<file path="config.mk">
export PLATFORM = sky130hd
export DESIGN_NAME = ext_trig_ctrl
export DESIGN_NICKNAME = d
export VERILOG_FILES = /design/src/shared/ext_trig_pkg.sv /design/src/shared/line_cfg_if.sv /design/src/design/trig_line_detect.sv /design/src/design/ext_trig_ctrl.sv
export VERILOG_INCLUDE_DIRS = /design/src /design/src/shared
export SDC_FILE = /design/constraint.sdc
export NUM_CORES = 1
export LEC_CHECK = 0
export BUFFER_PORTS_ARGS = -buffer_cell sky130_fd_sc_hd__buf_2
export CORE_MARGIN = 5
export CORE_UTILIZATION = 38
export DETAILED_ROUTE_END_ITERATION = 10
export SYNTH_ARGS = -nofsm -noshare
export SYNTH_HDL_FRONTEND = slang
export SYNTH_SLANG_ARGS = --single-unit
</file>
<file path="constraint.sdc">
create_clock -name core_clk -period 2.3 [get_ports core_clk]
set_input_delay 0.46 -clock core_clk [delete_from_list [all_inputs] [get_ports core_clk]]
set_output_delay 0.46 -clock core_clk [all_outputs]
set_load 0.005 [all_outputs]
</file>
<file path="src/shared/ext_trig_map.svh">
// register offsets, reset values and timing counts of the external trigger block
`ifndef EXT_TRIG_MAP_SVH
`define EXT_TRIG_MAP_SVH

`define EXT_CFG_LOW_ADR   32'h5600_0088
`define EXT_CFG_MID_ADR   32'h5600_008c
`define EXT_CFG_HIGH_ADR  32'h5600_0090
`define EXT_IRQ_STAT_ADR  32'h5600_00b0
`define EXT_IRQ_CLR_ADR   32'h5600_00b4
`define EXT_IRQ_EN_ADR    32'h5600_00b8

`define EXT_CFG_RST       32'h0000_0000
`define EXT_IRQ_RST       16'h0000
`define EXT_CFG_LOW_MASK  32'h7777_7777

`define EXT_FIELD_STEP    4
`define EXT_MODE_LSB      0
`define EXT_MODE_MSB      2
`define EXT_FILT_BIT      3

`define EXT_FILT_NS       40
`define EXT_CLK_NS        100
`define EXT_FILT_CYC      ((`EXT_FILT_NS + `EXT_CLK_NS - 1) / `EXT_CLK_NS)

`endif

</file>
<file path="src/shared/ext_trig_pkg.sv">
// types shared by the external trigger block
package ext_trig_pkg;
   typedef logic [31:0] word_t;
   typedef logic [2:0]  trig_mode_t;
   typedef enum logic [2:0] {
      KIND_LOW  = 3'b000,
      KIND_HIGH = 3'b001,
      KIND_FALL = 3'b010,
      KIND_RISE = 3'b011,
      KIND_BOTH = 3'b100
   } trig_kind_e;
endpackage

</file>
<file path="src/shared/line_cfg_if.sv">
// per-line trigger setup and request between controller and detector
`timescale 1ns/1ps
interface line_cfg_if;
   ext_trig_pkg::trig_mode_t mode;
   logic                     filt_on;
   logic                     req;
   modport ctrl     (output mode, output filt_on, input req);
   modport detector (input mode, input filt_on, output req);
endinterface

</file>
<file path="src/design/trig_line_detect.sv">
// one external line: synchroniser, noise filter, trigger decode
`timescale 1ns/1ps
`include "ext_trig_map.svh"
module trig_line_detect #(
   parameter int FILT_CYC = `EXT_FILT_CYC
) (
   input  wire logic           core_clk,
   input  wire logic           rst_b,
   input  wire logic           pin,
   line_cfg_if.detector        cfg
);
   import ext_trig_pkg::*;

   localparam int CW = $clog2(FILT_CYC + 1) + 1;

   function automatic trig_kind_e decode(input trig_mode_t m);
      trig_kind_e k;
      k = KIND_LOW;
      unique casez (m)
         3'b000: k = KIND_LOW;
         3'b001: k = KIND_HIGH;
         3'b01?: k = KIND_FALL;
         3'b10?: k = KIND_RISE;
         3'b11?: k = KIND_BOTH;
      endcase
      return k;
   endfunction

   ///////////////////////////////////////////////////////////////////////////
   logic [2:0]    sync_q,  sync_d;
   logic          clean_q, clean_d;
   logic          filt_q,  filt_d;
   logic [CW-1:0] cnt_q,   cnt_d;
   logic          prev_q,  prev_d;
   logic          level;
   logic          req_d;
   logic          req_q;

   always_comb begin
      sync_d  = {sync_q[1:0], pin};
      // change accepted once second and third stage agree
      clean_d = (sync_q[1] == sync_q[2]) ? sync_q[2] : clean_q;
      filt_d  = filt_q;
      cnt_d   = '0;
      if (clean_q != filt_q) begin
         // new level accepted after FILT_CYC differing cycles in a row
         if (cnt_q >= CW'(FILT_CYC - 1)) begin
            filt_d = clean_q;
         end else begin
            cnt_d = cnt_q + CW'(1);
         end
      end
      level  = cfg.filt_on ? filt_q : clean_q;
      prev_d = level;
      req_d  = 1'b0;
      unique case (decode(cfg.mode))
         KIND_LOW:  req_d = ~level;
         KIND_HIGH: req_d = level;
         KIND_FALL: req_d = prev_q & ~level;
         KIND_RISE: req_d = ~prev_q & level;
         KIND_BOTH: req_d = prev_q ^ level;
      endcase
   end

   always_ff @(posedge core_clk or negedge rst_b) begin
      if (!rst_b) begin
         sync_q  <= 3'h0;
         clean_q <= 1'b0;
         filt_q  <= 1'b0;
         cnt_q   <= '0;
         prev_q  <= 1'b0;
         req_q   <= 1'b0;
      end else begin
         sync_q  <= sync_d;
         clean_q <= clean_d;
         filt_q  <= filt_d;
         cnt_q   <= cnt_d;
         prev_q  <= prev_d;
         req_q   <= req_d;
      end
   end

   assign cfg.req = req_q;
endmodule

</file>
<file path="src/design/ext_trig_ctrl.sv">
// external interrupt trigger controller with wishbone register slave
//
// What this block does
// - three-bit field selects level or edge trigger
// - lines eight-fifteen have filter enable above field
// - first register holds lines zero-seven nibble steps
// - second register holds lines eight-fifteen nibble steps
// - all control registers reset to zero
`timescale 1ns/1ps
`include "ext_trig_map.svh"
module ext_trig_ctrl #(
   parameter int LINES    = 16,
   parameter int FILT_CYC = `EXT_FILT_CYC
) (
   input  wire logic                core_clk,
   input  wire logic                rst_b,
   input  wire logic                wb_cyc_i,
   input  wire logic                wb_stb_i,
   input  wire logic                wb_we_i,
   input  wire ext_trig_pkg::word_t wb_adr_i,
   input  wire logic [3:0]          wb_sel_i,
   input  wire ext_trig_pkg::word_t wb_dat_i,
   output      ext_trig_pkg::word_t wb_dat_o,
   output      logic                wb_ack_o,
   input  wire logic [LINES-1:0]    ext_pin,
   output      logic                irq
);
   import ext_trig_pkg::*;

   function automatic word_t merge(input word_t old, input word_t nw, input logic [3:0] sel);
      word_t r;
      r = old;
      for (int b = 0; b < 4; b++) begin
         if (sel[b]) begin
            r[8*b +: 8] = nw[8*b +: 8];
         end
      end
      return r;
   endfunction

   ///////////////////////////////////////////////////////////////////////////
   // bus slave: ack one cycle after request, write at the ack edge
   word_t            cfg_low_q,  cfg_low_d;
   word_t            cfg_mid_q,  cfg_mid_d;
   word_t            cfg_high_q, cfg_high_d;
   logic [LINES-1:0] stat_q,     stat_d;
   logic [LINES-1:0] en_q,       en_d;
   logic             ack_q,      ack_d;
   word_t            dat_q,      dat_d;
   logic [LINES-1:0] line_req;
   logic [LINES-1:0] clr;
   logic             req;
   logic             wr;
   word_t            wmask_en;
   word_t            en_wr;

   assign req = wb_cyc_i & wb_stb_i;
   assign wr  = req & wb_we_i & ack_q;

   always_comb begin
      ack_d = req & ~ack_q;
      dat_d = dat_q;
      if (req & ~ack_q & ~wb_we_i) begin
         unique case (wb_adr_i)
            `EXT_CFG_LOW_ADR:  dat_d = cfg_low_q;
            `EXT_CFG_MID_ADR:  dat_d = cfg_mid_q;
            `EXT_CFG_HIGH_ADR: dat_d = cfg_high_q;
            `EXT_IRQ_STAT_ADR: dat_d = word_t'(stat_q);
            `EXT_IRQ_EN_ADR:   dat_d = word_t'(en_q);
            default:           dat_d = 32'h0000_0000;
         endcase
      end
   end

   always_ff @(posedge core_clk or negedge rst_b) begin
      if (!rst_b) begin
         ack_q <= 1'b0;
         dat_q <= 32'h0000_0000;
      end else begin
         ack_q <= ack_d;
         dat_q <= dat_d;
      end
   end

   assign wb_ack_o = ack_q;
   assign wb_dat_o = dat_q;

   ///////////////////////////////////////////////////////////////////////////
   // trigger configuration registers
   always_comb begin
      cfg_low_d  = cfg_low_q;
      cfg_mid_d  = cfg_mid_q;
      cfg_high_d = cfg_high_q;
      if (wr && wb_adr_i == `EXT_CFG_LOW_ADR) begin
         cfg_low_d = merge(cfg_low_q, wb_dat_i, wb_sel_i) & `EXT_CFG_LOW_MASK;
      end
      if (wr && wb_adr_i == `EXT_CFG_MID_ADR) begin
         cfg_mid_d = merge(cfg_mid_q, wb_dat_i, wb_sel_i);
      end
      if (wr && wb_adr_i == `EXT_CFG_HIGH_ADR) begin
         cfg_high_d = merge(cfg_high_q, wb_dat_i, wb_sel_i);
      end
   end

   always_ff @(posedge core_clk or negedge rst_b) begin
      if (!rst_b) begin
         cfg_low_q  <= `EXT_CFG_RST;
         cfg_mid_q  <= `EXT_CFG_RST;
         cfg_high_q <= `EXT_CFG_RST;
      end else begin
         cfg_low_q  <= cfg_low_d;
         cfg_mid_q  <= cfg_mid_d;
         cfg_high_q <= cfg_high_d;
      end
   end

   ///////////////////////////////////////////////////////////////////////////
   // per-line detectors
   line_cfg_if lc [LINES] ();

   for (genvar i = 0; i < LINES; i++) begin : g_line
      if (i < 8) begin : g_low
         assign lc[i].mode    = cfg_low_q[`EXT_FIELD_STEP*i +: 3];
         assign lc[i].filt_on = 1'b0;
      end else begin : g_mid
         assign lc[i].mode    = cfg_mid_q[`EXT_FIELD_STEP*(i-8) +: 3];
         assign lc[i].filt_on = cfg_mid_q[`EXT_FIELD_STEP*(i-8) + `EXT_FILT_BIT];
      end
      assign line_req[i] = lc[i].req;
      trig_line_detect #(
         .FILT_CYC (FILT_CYC)
      ) u_det (
         .core_clk (core_clk),
         .rst_b    (rst_b),
         .pin      (ext_pin[i]),
         .cfg      (lc[i])
      );
   end

   ///////////////////////////////////////////////////////////////////////////
   // sticky status, write-one clear, enable; a new request beats the clear
   assign wmask_en = merge(32'h0000_0000, wb_dat_i, wb_sel_i);
   assign clr      = (wr && wb_adr_i == `EXT_IRQ_CLR_ADR) ? wmask_en[LINES-1:0] : '0;

   always_comb begin
      stat_d = (stat_q & ~clr) | line_req;
      en_d   = en_q;
      en_wr  = merge(word_t'(en_q), wb_dat_i, wb_sel_i);
      if (wr && wb_adr_i == `EXT_IRQ_EN_ADR) begin
         en_d = en_wr[LINES-1:0];
      end
   end

   always_ff @(posedge core_clk or negedge rst_b) begin
      if (!rst_b) begin
         stat_q <= `EXT_IRQ_RST;
         en_q   <= `EXT_IRQ_RST;
      end else begin
         stat_q <= stat_d;
         en_q   <= en_d;
      end
   end

   assign irq = |(stat_q & en_q);
endmodule

</file>
==> results of run 1 <==
cells in the final DEF (no fill, tap or decap), types with 5 or more instances in the layout:
master and n:
nor2_1 17, clkbuf_16 29, nand2b_1 20, a222oi_1 9, buf_12 11, buf_2 121
mux2i_1 21, dfrtp_1 257, mux2_4 8, o2111ai_1 12, inv_1 81, nor4_4 19
a21oi_1 5, clkbuf_8 6, ha_1 80, a22oi_1 10, o41ai_1 16, maj3_1 16
buf_4 39, nand3_1 47, clkinv_2 5, o2bb2ai_1 12, nor3_1 20, clkinvlp_4 6
mux2_2 111, dlygate4sd3_1 12, o211ai_1 17, nand2_1 36, o31ai_1 8, a22o_1 33
cell families (layout without fill, tap and decap cells):
| kind of cell | Yosys count | after routing | synth area share [%] |
|---|---|---|---|
| fa+ha+maj | 96 | 96 | 9.53 |
| compound gates | 143 | 143 | 9.87 |
| flops | 257 | 257 | 52.8 |
| mux | 142 | 142 | 13.2 |
| other cells | 0 | 2 | 0 |
| buf+inv | 119 | 319 | 3.78 |
| simple gates | 189 | 189 | 10.9 |
power by group through the flow:
stage / logic [mW] / clock network (mW) / registers (mW)
5_1_grt: 0.663 / 5.19 / 4.76
3_3_place_gp: 0.560 / 0 / 4.82
3_5_place_dp: 0.578 / 0 / 4.83
4_1_cts: 0.596 / 4.99 / 4.75
2_1_floorplan: 0.270 / 0 / 4.80
6_report: 0.585 / 4.86 / 4.74
worst register-to-register path, cell delays in order (launching register included):
cell	delay, ps
dfrtp_1	390
mux2i_1	480
inv_1	120
ha_1	200
a22o_1	190
nor3_1	170
a21oi_1	60
o32a_1	190
final timing paths:
| kind | from | to | slack (ps) |
|---|---|---|---|
| max in group asynchronous | rst_b | cfg_high_q[30] | 1110 |
| worst min-delay path | ext_pin[2] | g_line[2].u_det.sync_q[0] | 20 |
| worst min register to register | g_line[5].u_det.sync_q[0] | g_line[5].u_det.sync_q[1] | 340 |
| worst max-delay path | en_q[11] | irq | 50 |
| worst max register to register | cfg_mid_q[19] | g_line[12].u_det.cfg.req | 370 |
| min in group asynchronous | rst_b | g_line[1].u_det.sync_q[0] | 440 |
registers in the layout (all words and copies together) (netlist names):
name	cells
wb_ack_o	1
g_line.u_det.filt_q	8
wb_dat_o	32
en_q	16
cfg_low_q	24
g_line.u_det.sync_q	48
g_line.u_det.prev_q	16
stat_q	16
g_line.u_det.cfg.req	16
g_line.u_det.clean_q	16
cfg_high_q	32
cfg_mid_q	32
stage by stage:
stage | hold slack [ps] | setup TNS [ps]
after floorplan | 164 | 0
after global placement | 332 | 0
after detailed placement | 335 | 0
after CTS | 2.48 | 0
after global routing | 1.26 | -12.4
final | 23.9 | 0
timing repair:
item / CTS / global route
hold buffers: 11 / 1
endpoints found under the setup margin: 1 / 1
buffers inserted: 0 / 1
pin swaps: 1 / 3
resized for setup: 3 / 1
hold endpoints to repair: 70 / 1
layer usage:
metal | track usage, % | part of all wire (%) | up-vias
li1 | - | - | 3830
met1 | 22.8 | 46 | 4125
met2 | 26.8 | 47 | 168
met3 | 2.49 | 4.1 | 47
met4 | 4.15 | 2.5 | 0
met5 | 0 | 0 | -
synth_stat cells, drive strengths merged, types with 3 or more instances:
cell	instances
a21oi	5
nand3	48
or4	3
a22oi	10
dfrtp	257
nand2	37
o41ai	16
nor4b	4
o31a	4
mux2i	21
clkbuf	29
o2bb2ai	12
o31ai	8
o2111ai	12
maj3	16
a222oi	9
a21o	3
o211a	3
mux2	121
nand2b	20
a221oi	4
inv	81
o211ai	17
nor3	20
buf	9
nor2	17
nor4	23
a22o	33
a221o	4
ha	80
layout make-up:
class | instances | area [µm²]
inverter | 81 | 304
sequential | 257 | 6430
multi-input combinational | 570 | 5340
timing repair buffer | 184 | 1250
antenna | 2 | 5.00
fill | 2838 | 16800
clock inverter | 17 | 208
clock buffer | 37 | 816
tap | 402 | 503
==> key figures, run 1 <==
Global routing
  • Vias in the first global route: about 8,500
  • GRT Resource Usage Total: between 10% and 20%
  • GRT overflow: 0
  • Largest net degree at the start of global routing: 66
  • First-pass GRT wire length: around 48,000 µm
  • Initial antenna violation count: 2

Drt
  • Post-Route WL: 29,400 µm
  • Mean routed wirelength per cell: between 15 and 20 µm
  • Drt initial violations: slightly above 500
  • Vias: 8,170
  • Pre-Repair DR Iteration Count: 5
  • Vias/cell: roughly 5.3
  • ANT nets after route: 0
  • Drt drc: 0

Timing
  • Period utilization: a little over nine tenths
  • # setup viols final: 0
  • Setup WS post-layout: 53.6 ps
  • Max Slew Vio Count: 0
  • Clock Skews: roughly 17 ps
  • Worst rel slew slack: ~66%
  • Fmax: 0.445 GHz
  • Worst-Margin Slew: between 400 and 500 ps
  • Minimum clock period after layout: between 2000 and 2500 ps
  • Final hold vios: 0
  • Unrepaired setup endpoints after global routing: yes

Worst setup path
  • Worst path slowest cell: dfrtp_1
  • Critical path peak fanout: 3
  • CP delay by family, top: compound AO/OA/AOI/OAI gates
  • Startpoint Class: register
  • CP bufs+invs: 1
  • Worst reg-to-reg path cell count: 7
  • Critical Path Stages: 4
  • CP Capture Type: output port
  • Critical Path AT: between 1500 and 2000 ps
  • Critical Path RT: between 1500 and 2000 ps
  • Crit Path Category: reg -> out
  • Critical-path cell list: a22o_1, a221oi_2, nand4_1, buf_2
  • Slowest stage delay, CP: 410 ps

Power
  • Leakage Power: slightly above 7 nW
  • Peak supply drop: 0.592 mV
  • Register share of total power: between 40% and 50%
  • Sw frac: a little under a quarter
  • Power, Total: 10.2 mW
  • Int Power: 7.86 mW
  • Net Switching: around 2.3 mW
  • Pwr dens: 686 nW/µm²
  • Clk pwr share: 47.7%
  • Gate power share: between 5 and 6%

Floorplanning
  • Placeable Area: around 32,000 µm²
  • Die H: roughly 190 µm
  • Starting density of the core: between 30 and 40%
  • Die W: 189 µm
  • Io pins: ~120
  • Core Rows: 65
  • DIE AREA: 35,700 µm²

Layout
  • Share of layout cells above drive strength 1: 32.8%
  • Area Growth Syn to Fin: 21.9%
  • Final Non-Filler Cells: around 1,600
  • Utilization after layout: between 40% and 50%
  • Layout net count: roughly 1,300
  • Final instance area: around 15,000 µm²

Synth
  • Post-synth EDFFs: 0
  • Avg Inst Size Synth: around 13 µm²
  • FFs w/ async S/R, synth: 100%
  • Area leader, netlist: dfrtp_1
  • Synth unique cells: 56
  • Post-synthesis register bit count: 257
  • Top cells by area, synth: dfrtp_1 (53%), mux2_2 (10%), ha_1 (8.2%), nor4_4 (3.0%), inv_1 (2.5%)
  • Top_reg_cell synth: dfrtp_1
  • Synth Warn #: 0
  • Register area share after synthesis: around 53%
  • Synthesized Nets: 1,115
  • Number of cells produced by synthesis: roughly 950
  • Mapped Area: around 12,000 µm²
  • Top cell type's share of synthesized area: 52.8%

Placement
  • Placed cell count: 1,481
  • Pre-CTS setup slack: 11.4 ps
  • HPWL after DPL: 21,100 µm
  • Placed instance area: between 10,000 and 15,000 µm²
  • Port buffer count: about 120
  • Final GP Congestion: 0.840

Status
  • Status: completed

Min path
  • Worst hold stages: 1
  • HP Class: in -> reg

Run
  • Max cap viols: 0

Clock tree
  • Worst-Skew Late Latency: roughly 550 ps
  • CTS tree: yes
  • Clock Pin Slew Worst Setup and Hold Paths: around 60 ps
  • Root buf cell: clkbuf_16
  • H-tree depth: 1
  • Clock Sinks: between 200 and 300
  • Clock buffer count from CTS: 29
  • Clock Tree Buf Depth: 3
Power figures use the tool's default switching activity.
==> inputs of run 2 (changes only) <==
ABC_AREA = 1   (was not set)
==> key figures, run 2 <==
Timing
  • Final hold vios: 0
  • Worst-Margin Slew: ~700 ps
  • Unrepaired setup endpoints after global routing: no
  • Minimum clock period after layout: 2170 ps
  • Period utilization: a little over nine tenths
  • Clock Skews: 6.79 ps
  • Max Slew Vio Count: 0
  • Worst rel slew slack: 53.0%
  • # setup viols final: 0
  • Fmax: between 0.4 and 0.5 GHz
  • Setup TNS: 0 ps

Min path
  • WHS Endpoint: g_line[3].u_det.sync_q[0]
  • Hold Crit Start: ext_pin[3]
  • Worst hold stages: 1
  • HP Class: in -> reg

Layout
  • Ant. Diodes: 0
  • Biggest register: g_line.u_det.sync_q
  • Share of layout cells above drive strength 1: 21.1%
  • Max FFs per register: 48
  • Commonest non-fill, non-tap cells in the layout: nand2_1 (357), dfrtp_1 (257), inv_1 (167)
  • Most common cell after layout, fill and taps aside: nand2_1
  • # fillers: 3,137
  • Area Growth Syn to Fin: 17.3%
  • Layout net count: between 1,500 and 2,000

Clock tree
  • Clock Sinks: approximately 260
  • Clock buffer count from CTS: 29
  • Root buf cell: clkbuf_16
  • Post CTS Setup Buffer Count: 0
  • CTS tree: yes
  • Clock Pin Slew Worst Setup and Hold Paths: about 60 ps
  • H-tree depth: 1
  • Clock Tree Buf Depth: 3
  • Worst-Skew Late Latency: 540 ps

Floorplanning
  • Starting density of the core: 38.7%
  • Placeable Area: around 33,000 µm²
  • DIE AREA: around 37,000 µm²
  • Io pins: between 100 and 150
  • Die W: between 150 and 200 µm
  • Die H: 192 µm
  • Core Rows: 66

Global routing
  • Initial antenna violation count: 1
  • Largest net degree at the start of global routing: around 70
  • GRT overflow: 0
  • Vias in the first global route: between 9,000 and 10,000
  • GRT Resource Usage Total: roughly 16%
  • First-pass GRT wire length: roughly 50,000 µm

Worst setup path
  • Most used cell, CP: nand2_1
  • Crit Path Category: reg -> out
  • CP Capture Type: output port
  • Critical path peak fanout: 3
  • CP bufs+invs: 1
  • CP delay by family, top: flip-flops
  • Reg2reg setup slack: ~440 ps
  • Critical Path AT: 1710 ps
  • Critical-path cell list: nand2_1, nand2_1, a221oi_1, nand3_1, buf_2
  • Startpoint Class: register
  • Worst path slowest cell: dfrtp_1
  • Slowest stage delay, CP: slightly below 400 ps
  • Worst R2R End: g_line[13].u_det.cfg.req
  • Worst reg-to-reg path cell count: 5
  • Critical Path RT: around 1800 ps
  • FF-to-FF Start: g_line[13].u_det.clean_q

Drt
  • Vias: 9,394
  • Post-Route WL: between 30,000 and 40,000 µm
  • Vias/cell: around 4.8
  • ANT nets after route: 0
  • Drt initial violations: 400
  • Pre-Repair DR Iteration Count: 4
  • Mean routed wirelength per cell: approximately 15 µm
  • Drt drc: 0

Placement
  • Port buffer count: between 100 and 150
  • Final GP Congestion: about 0.8
  • HPWL after DPL: around 22,000 µm

Synth
  • Synthesized Nets: ~1,500
  • Top cells by area, synth: dfrtp_1 (51%), nand2_1 (11%), ha_1 (7.9%), o21ai_2 (5.3%), inv_1 (5.0%)
  • Mapped Area: about 13,000 µm²
  • Synth unique cells: 37
  • Avg Inst Size Synth: between 9 and 10 µm²
  • Most numerous cell in the Yosys netlist: nand2_1
  • Register area share after synthesis: between 50 and 60%
  • Compound-Gate Fraction of Synth Area: a little over a tenth
  • Xor-xnor portion of the synthesized cell area: 0%
  • Main combinational cell family by area after synthesis: simple AND/OR/NAND/NOR gates
  • Synth Warn #: 0
  • Post-synth EDFFs: 0
  • Area leader, netlist: dfrtp_1
  • Most frequent cells after synthesis: nand2_1 (357), dfrtp_1 (257), inv_1 (167)
  • Post-synthesis adder-cell area fraction: 9.21%
  • Portion of netlist area occupied by mux cells: 0%
  • Synth Area in Simple Gates: roughly 22%
  • Top_reg_cell synth: dfrtp_1
  • Number of cells produced by synthesis: between 1,000 and 1,500
  • FFs w/ async S/R, synth: 100%
  • Post-synthesis register bit count: 257
  • Top cell type's share of synthesized area: approximately 50%

Power
  • Leakage Power: ~7.4 nW
  • Power, Total: ~10 mW
  • Gate power share: under 10%
  • Pwr dens: 683 nW/µm²
  • Net Switching: around 2.4 mW
  • Clk pwr share: a little under half
  • Sw frac: 23.3%
  • Int Power: 7.75 mW
  • Peak supply drop: roughly 0.7 mV
  • Register share of total power: approximately 48%

Run
  • Max cap viols: 0

Status
  • Status: completed
-- run 2: logic make-up (layout without fill, tap and decap cells) --
logic type	count (synthesis)	count (layout)
adder cells (fa/ha/maj)	96	96
AND/OR/NAND/NOR	604	604
flip-flops	257	257
buffers and inverters	219	383
AO/OA/AOI/OAI	189	189
-- run 2: cell type report --
type                            instances  area [µm²]  area share [%]
Sequential cell                       257        6430            43.5
Inverter                              173         649            4.39
Tap cell                              442         553            3.74
Multi-Input combinational cell        889        5230            35.3
Clock inverter                          9         108           0.727
Timing Repair Buffer                  157         963            6.51
Clock buffer                           44         862            5.83
-- run 2: how the worst max path moves through the flow --
stage,endpoint,from,cells after the start
finish,irq,stat_q[1],5
global route,irq,stat_q[5],5
CTS,irq,stat_q[3],5
detailed placement,cfg_high_q[26],wb_adr_i[31],11
global placement,cfg_mid_q[21],wb_adr_i[31],11
floorplan,cfg_mid_q[6],wb_adr_i[8],11
-- run 2: per-stage QoR --
stage	hold WS, ps	instance area [µm²]	setup WS, ps	cells	utilization, %
6_report	24.4	14800	130	1971	45.4
5_1_grt	11.1	14800	45.7	1971	45.4
4_1_cts	1.95	14800	13.9	1971	45.3
3_5_place_dp	335	13700	222	1906	42.0
3_3_place_gp	333	13700	280	1906	42.0
2_1_floorplan	164	12600	645	1365	-
-- run 2: what timing repair did --
item                       4_1_cts  5_1_grt
resized for setup                0        1
setup endpoints to repair        0        1
hold buffers                    12        0
hold endpoints to repair        60        0
-- run 2: layer usage --
metal / track usage [%] / vias up / part of all wire [%]
li1: - / 4681 / -
met1: 22.2 / 4463 / 45
met2: 27.9 / 202 / 47
met3: 2.51 / 46 / 5.1
met4: 4.39 / 2 / 2.7
met5: 0 / - / 0.023
-- run 2: power by group through the flow --
stage,clock [mW],combinational [mW],sequential [mW]
floorplan,0,0.290,4.86
global route,4.98,0.739,4.82
detailed placement,0,0.638,4.89
finish,4.66,0.638,4.80
CTS,4.81,0.658,4.80
global placement,0,0.620,4.88
==> inputs of run 3 (changes only) <==
--- a/config.mk
+++ b/config.mk
@@ -7,9 +7,9 @@
 export NUM_CORES = 1
 export LEC_CHECK = 0
-export ABC_AREA = 1
 export BUFFER_PORTS_ARGS = -buffer_cell sky130_fd_sc_hd__buf_2
 export CORE_MARGIN = 5
 export CORE_UTILIZATION = 38
 export DETAILED_ROUTE_END_ITERATION = 10
+export SETUP_SLACK_MARGIN = 0.15
 export SYNTH_ARGS = -nofsm -noshare
 export SYNTH_HDL_FRONTEND = slang
==> constraint.sdc (replaced) <==
create_clock -name core_clk -period 2.3 [get_ports core_clk]
set_input_delay 0.46 -clock core_clk [delete_from_list [all_inputs] [get_ports core_clk]]
set_output_delay 0.46 -clock core_clk [all_outputs]
set_load 0.02 [all_outputs]
==> key figures, run 3 (synthesis results as in run 1) <==
Worst setup path
  • Slowest stage delay, CP: just over 400 ps
  • Startpoint Class: register
  • Critical path peak fanout: 3
  • Critical Path RT: 1840 ps
  • Crit Path Category: reg -> out
  • Critical-path cell list: a22o_1, a221oi_2, nand4_1, buf_4
  • Critical Path AT: around 1900 ps
  • CP Capture Type: output port
  • CP startpoint: stat_q[6]
  • Worst path slowest cell: dfrtp_1
  • FF-to-FF Start: wb_ack_o

Drt
  • Drt drc: 0
  • ANT nets after route: 0
  • Post-Route WL: around 30,000 µm
  • Mean routed wirelength per cell: approximately 19 µm
  • Pre-Repair DR Iteration Count: 5
  • Vias/cell: roughly 5.2
  • Drt initial violations: just under 400
  • Vias: about 8,000

Floorplanning
  • Die H: roughly 190 µm
  • Starting density of the core: between 30% and 40%
  • Core Rows: 65
  • Placeable Area: ~32,000 µm²
  • Die W: about 190 µm
  • DIE AREA: 35,700 µm²
  • Io pins: between 100 and 150

Layout
  • Commonest non-fill, non-tap cells in the layout: dfrtp_1 (257), buf_2 (120), mux2_2 (82)
  • Utilization after layout: about 48%
  • Max FFs per register: 48
  • Ant. Diodes: 0
  • Multi-input gate area: between 5000 and 6000 µm²
  • Share of layout cells above drive strength 1: between 30 and 40%
  • Sequential standard cell area: about 6400 µm²
  • Most common cell after layout, fill and taps aside: dfrtp_1
  • # fillers: 2,814
  • Layout net count: about 1,300
  • Final instance area: about 15,000 µm²
  • Final Non-Filler Cells: roughly 1,600
  • Biggest register: g_line.u_det.sync_q
  • Area Growth Syn to Fin: 24.4%

Status
  • Violated checks: negative setup slack
  • Status: complete, but fails checks

Timing
  • Setup WS post-layout: -9.17 ps
  • Minimum clock period after layout: ~2300 ps
  • # setup viols final: 1
  • Hold_ws: about 35 ps
  • Fmax: approximately 0.43 GHz
  • Max Slew Vio Count: 0
  • Period utilization: 100%
  • Unrepaired setup endpoints after global routing: yes
  • Worst-Margin Slew: 670 ps
  • Clock Skews: roughly 26 ps
  • Final hold vios: 0
  • Worst rel slew slack: 55.4%

Placement
  • Placed instance area: 14,000 µm²
  • Placed cell count: 1,495
  • Final GP Congestion: ~0.84
  • Port buffer count: 122
  • HPWL after DPL: around 22,000 µm

Clock tree
  • Clock Sinks: roughly 260
  • Worst-Skew Late Latency: 550 ps
  • H-tree depth: 1
  • Clock buffer count from CTS: 28
  • Root buf cell: clkbuf_16
  • CTS tree: yes
  • Clock Tree Buf Depth: 3
  • Clock Pin Slew Worst Setup and Hold Paths: 60 ps

Power
  • Leakage Power: 7.29 nW
  • Power, Total: around 10 mW
  • Peak supply drop: between 0.5 and 0.6 mV
  • Pwr dens: 672 nW/µm²

Global routing
  • Vias in the first global route: 8,786
  • GRT overflow: 0
  • Initial antenna violation count: 2
  • Largest net degree at the start of global routing: between 70 and 80
  • First-pass GRT wire length: around 49,000 µm
  • GRT Resource Usage Total: ~17%

Run
  • Max cap viols: 0

Min path
  • Hold Crit Start: ext_pin[2]
  • HP Class: in -> reg
-- run 3: changes by cell type in the layout (fill, tap and decap cells not counted), moves of 28 or more --
cell,change
o21ai_2,-76
nor2_1,-49
a22o_1,+33
inv_1,-86
o21ai_1,-28
a21oi_1,-28
mux2_4,+37
mux2_2,+82
nand3_1,-48
nand2_1,-321
buf_4,+30
-- run 3: worst paths after layout --
kind | end | slack, ps | cells after the start
max | irq | -9 | 4
min | g_line[2].u_det.sync_q[0] | 30 | 1
max reg2reg | cfg_mid_q[3] | 350 | 5
min reg2reg | g_line[13].u_det.sync_q[1] | 350 | 0
max in group asynchronous | g_line[12].u_det.filt_q | 1130 | 3
min in group asynchronous | g_line[3].u_det.sync_q[1] | 530 | 2
-- run 3: power by group --
group / switching (mW) / total [mW] / internal, mW / leakage (nW)
Clock: 1.80 / 4.82 / 3.02 / 0.487
Sequential: 0.0779 / 4.74 / 4.66 / 3.27
Combinational: 0.360 / 0.618 / 0.258 / 3.53
-- run 3: timing repair --
| item | in CTS | in global routing |
|---|---|---|
| setup buffers | 2 | 0 |
| hold buffers | 13 | 0 |
| cloned | 0 | 0 |
| endpoints found under the setup margin | 1 | 1 |
| hold endpoints to repair | 80 | 0 |
| gates resized for setup | 5 | 0 |
| pin swaps | 2 | 0 |
-- run 3: metrics by stage --
step                      TNS, ps  setup WS, ps
after detailed placement     -646         -31.9
after floorplan                 0          11.0
final                       -9.17         -9.17
after global placement       -586         -54.5
after CTS                   -24.1         -24.1
after global routing        -71.6         -71.6
-- run 3: layout make-up --
type                            instances  share of cell area (%)
Timing Repair Buffer                  200                    9.59
Sequential cell                       257                    42.4
Multi-Input combinational cell        570                    36.0
Tap cell                              402                    3.32
Inverter                               81                    2.01
Clock inverter                         11                    1.31
Clock buffer                           40                    5.38
-- run 3: critical path, delay by kind of cell, from the launching register on --
kind	cells	cell delay [ps]
flops	1	410
simple gates	1	210
buf+inv	1	220
compound gates	2	460
-- run 3: metal layers --
| layer | vias up | part of all wire (%) | global-route usage, % |
|---|---|---|---|
| met5 | - | 0.087 | 0 |
| met4 | 4 | 2.9 | 4.82 |
| met3 | 57 | 4.8 | 3.23 |
| met2 | 200 | 48 | 29.0 |
| met1 | 4071 | 44 | 21.8 |
| li1 | 3860 | - | - |
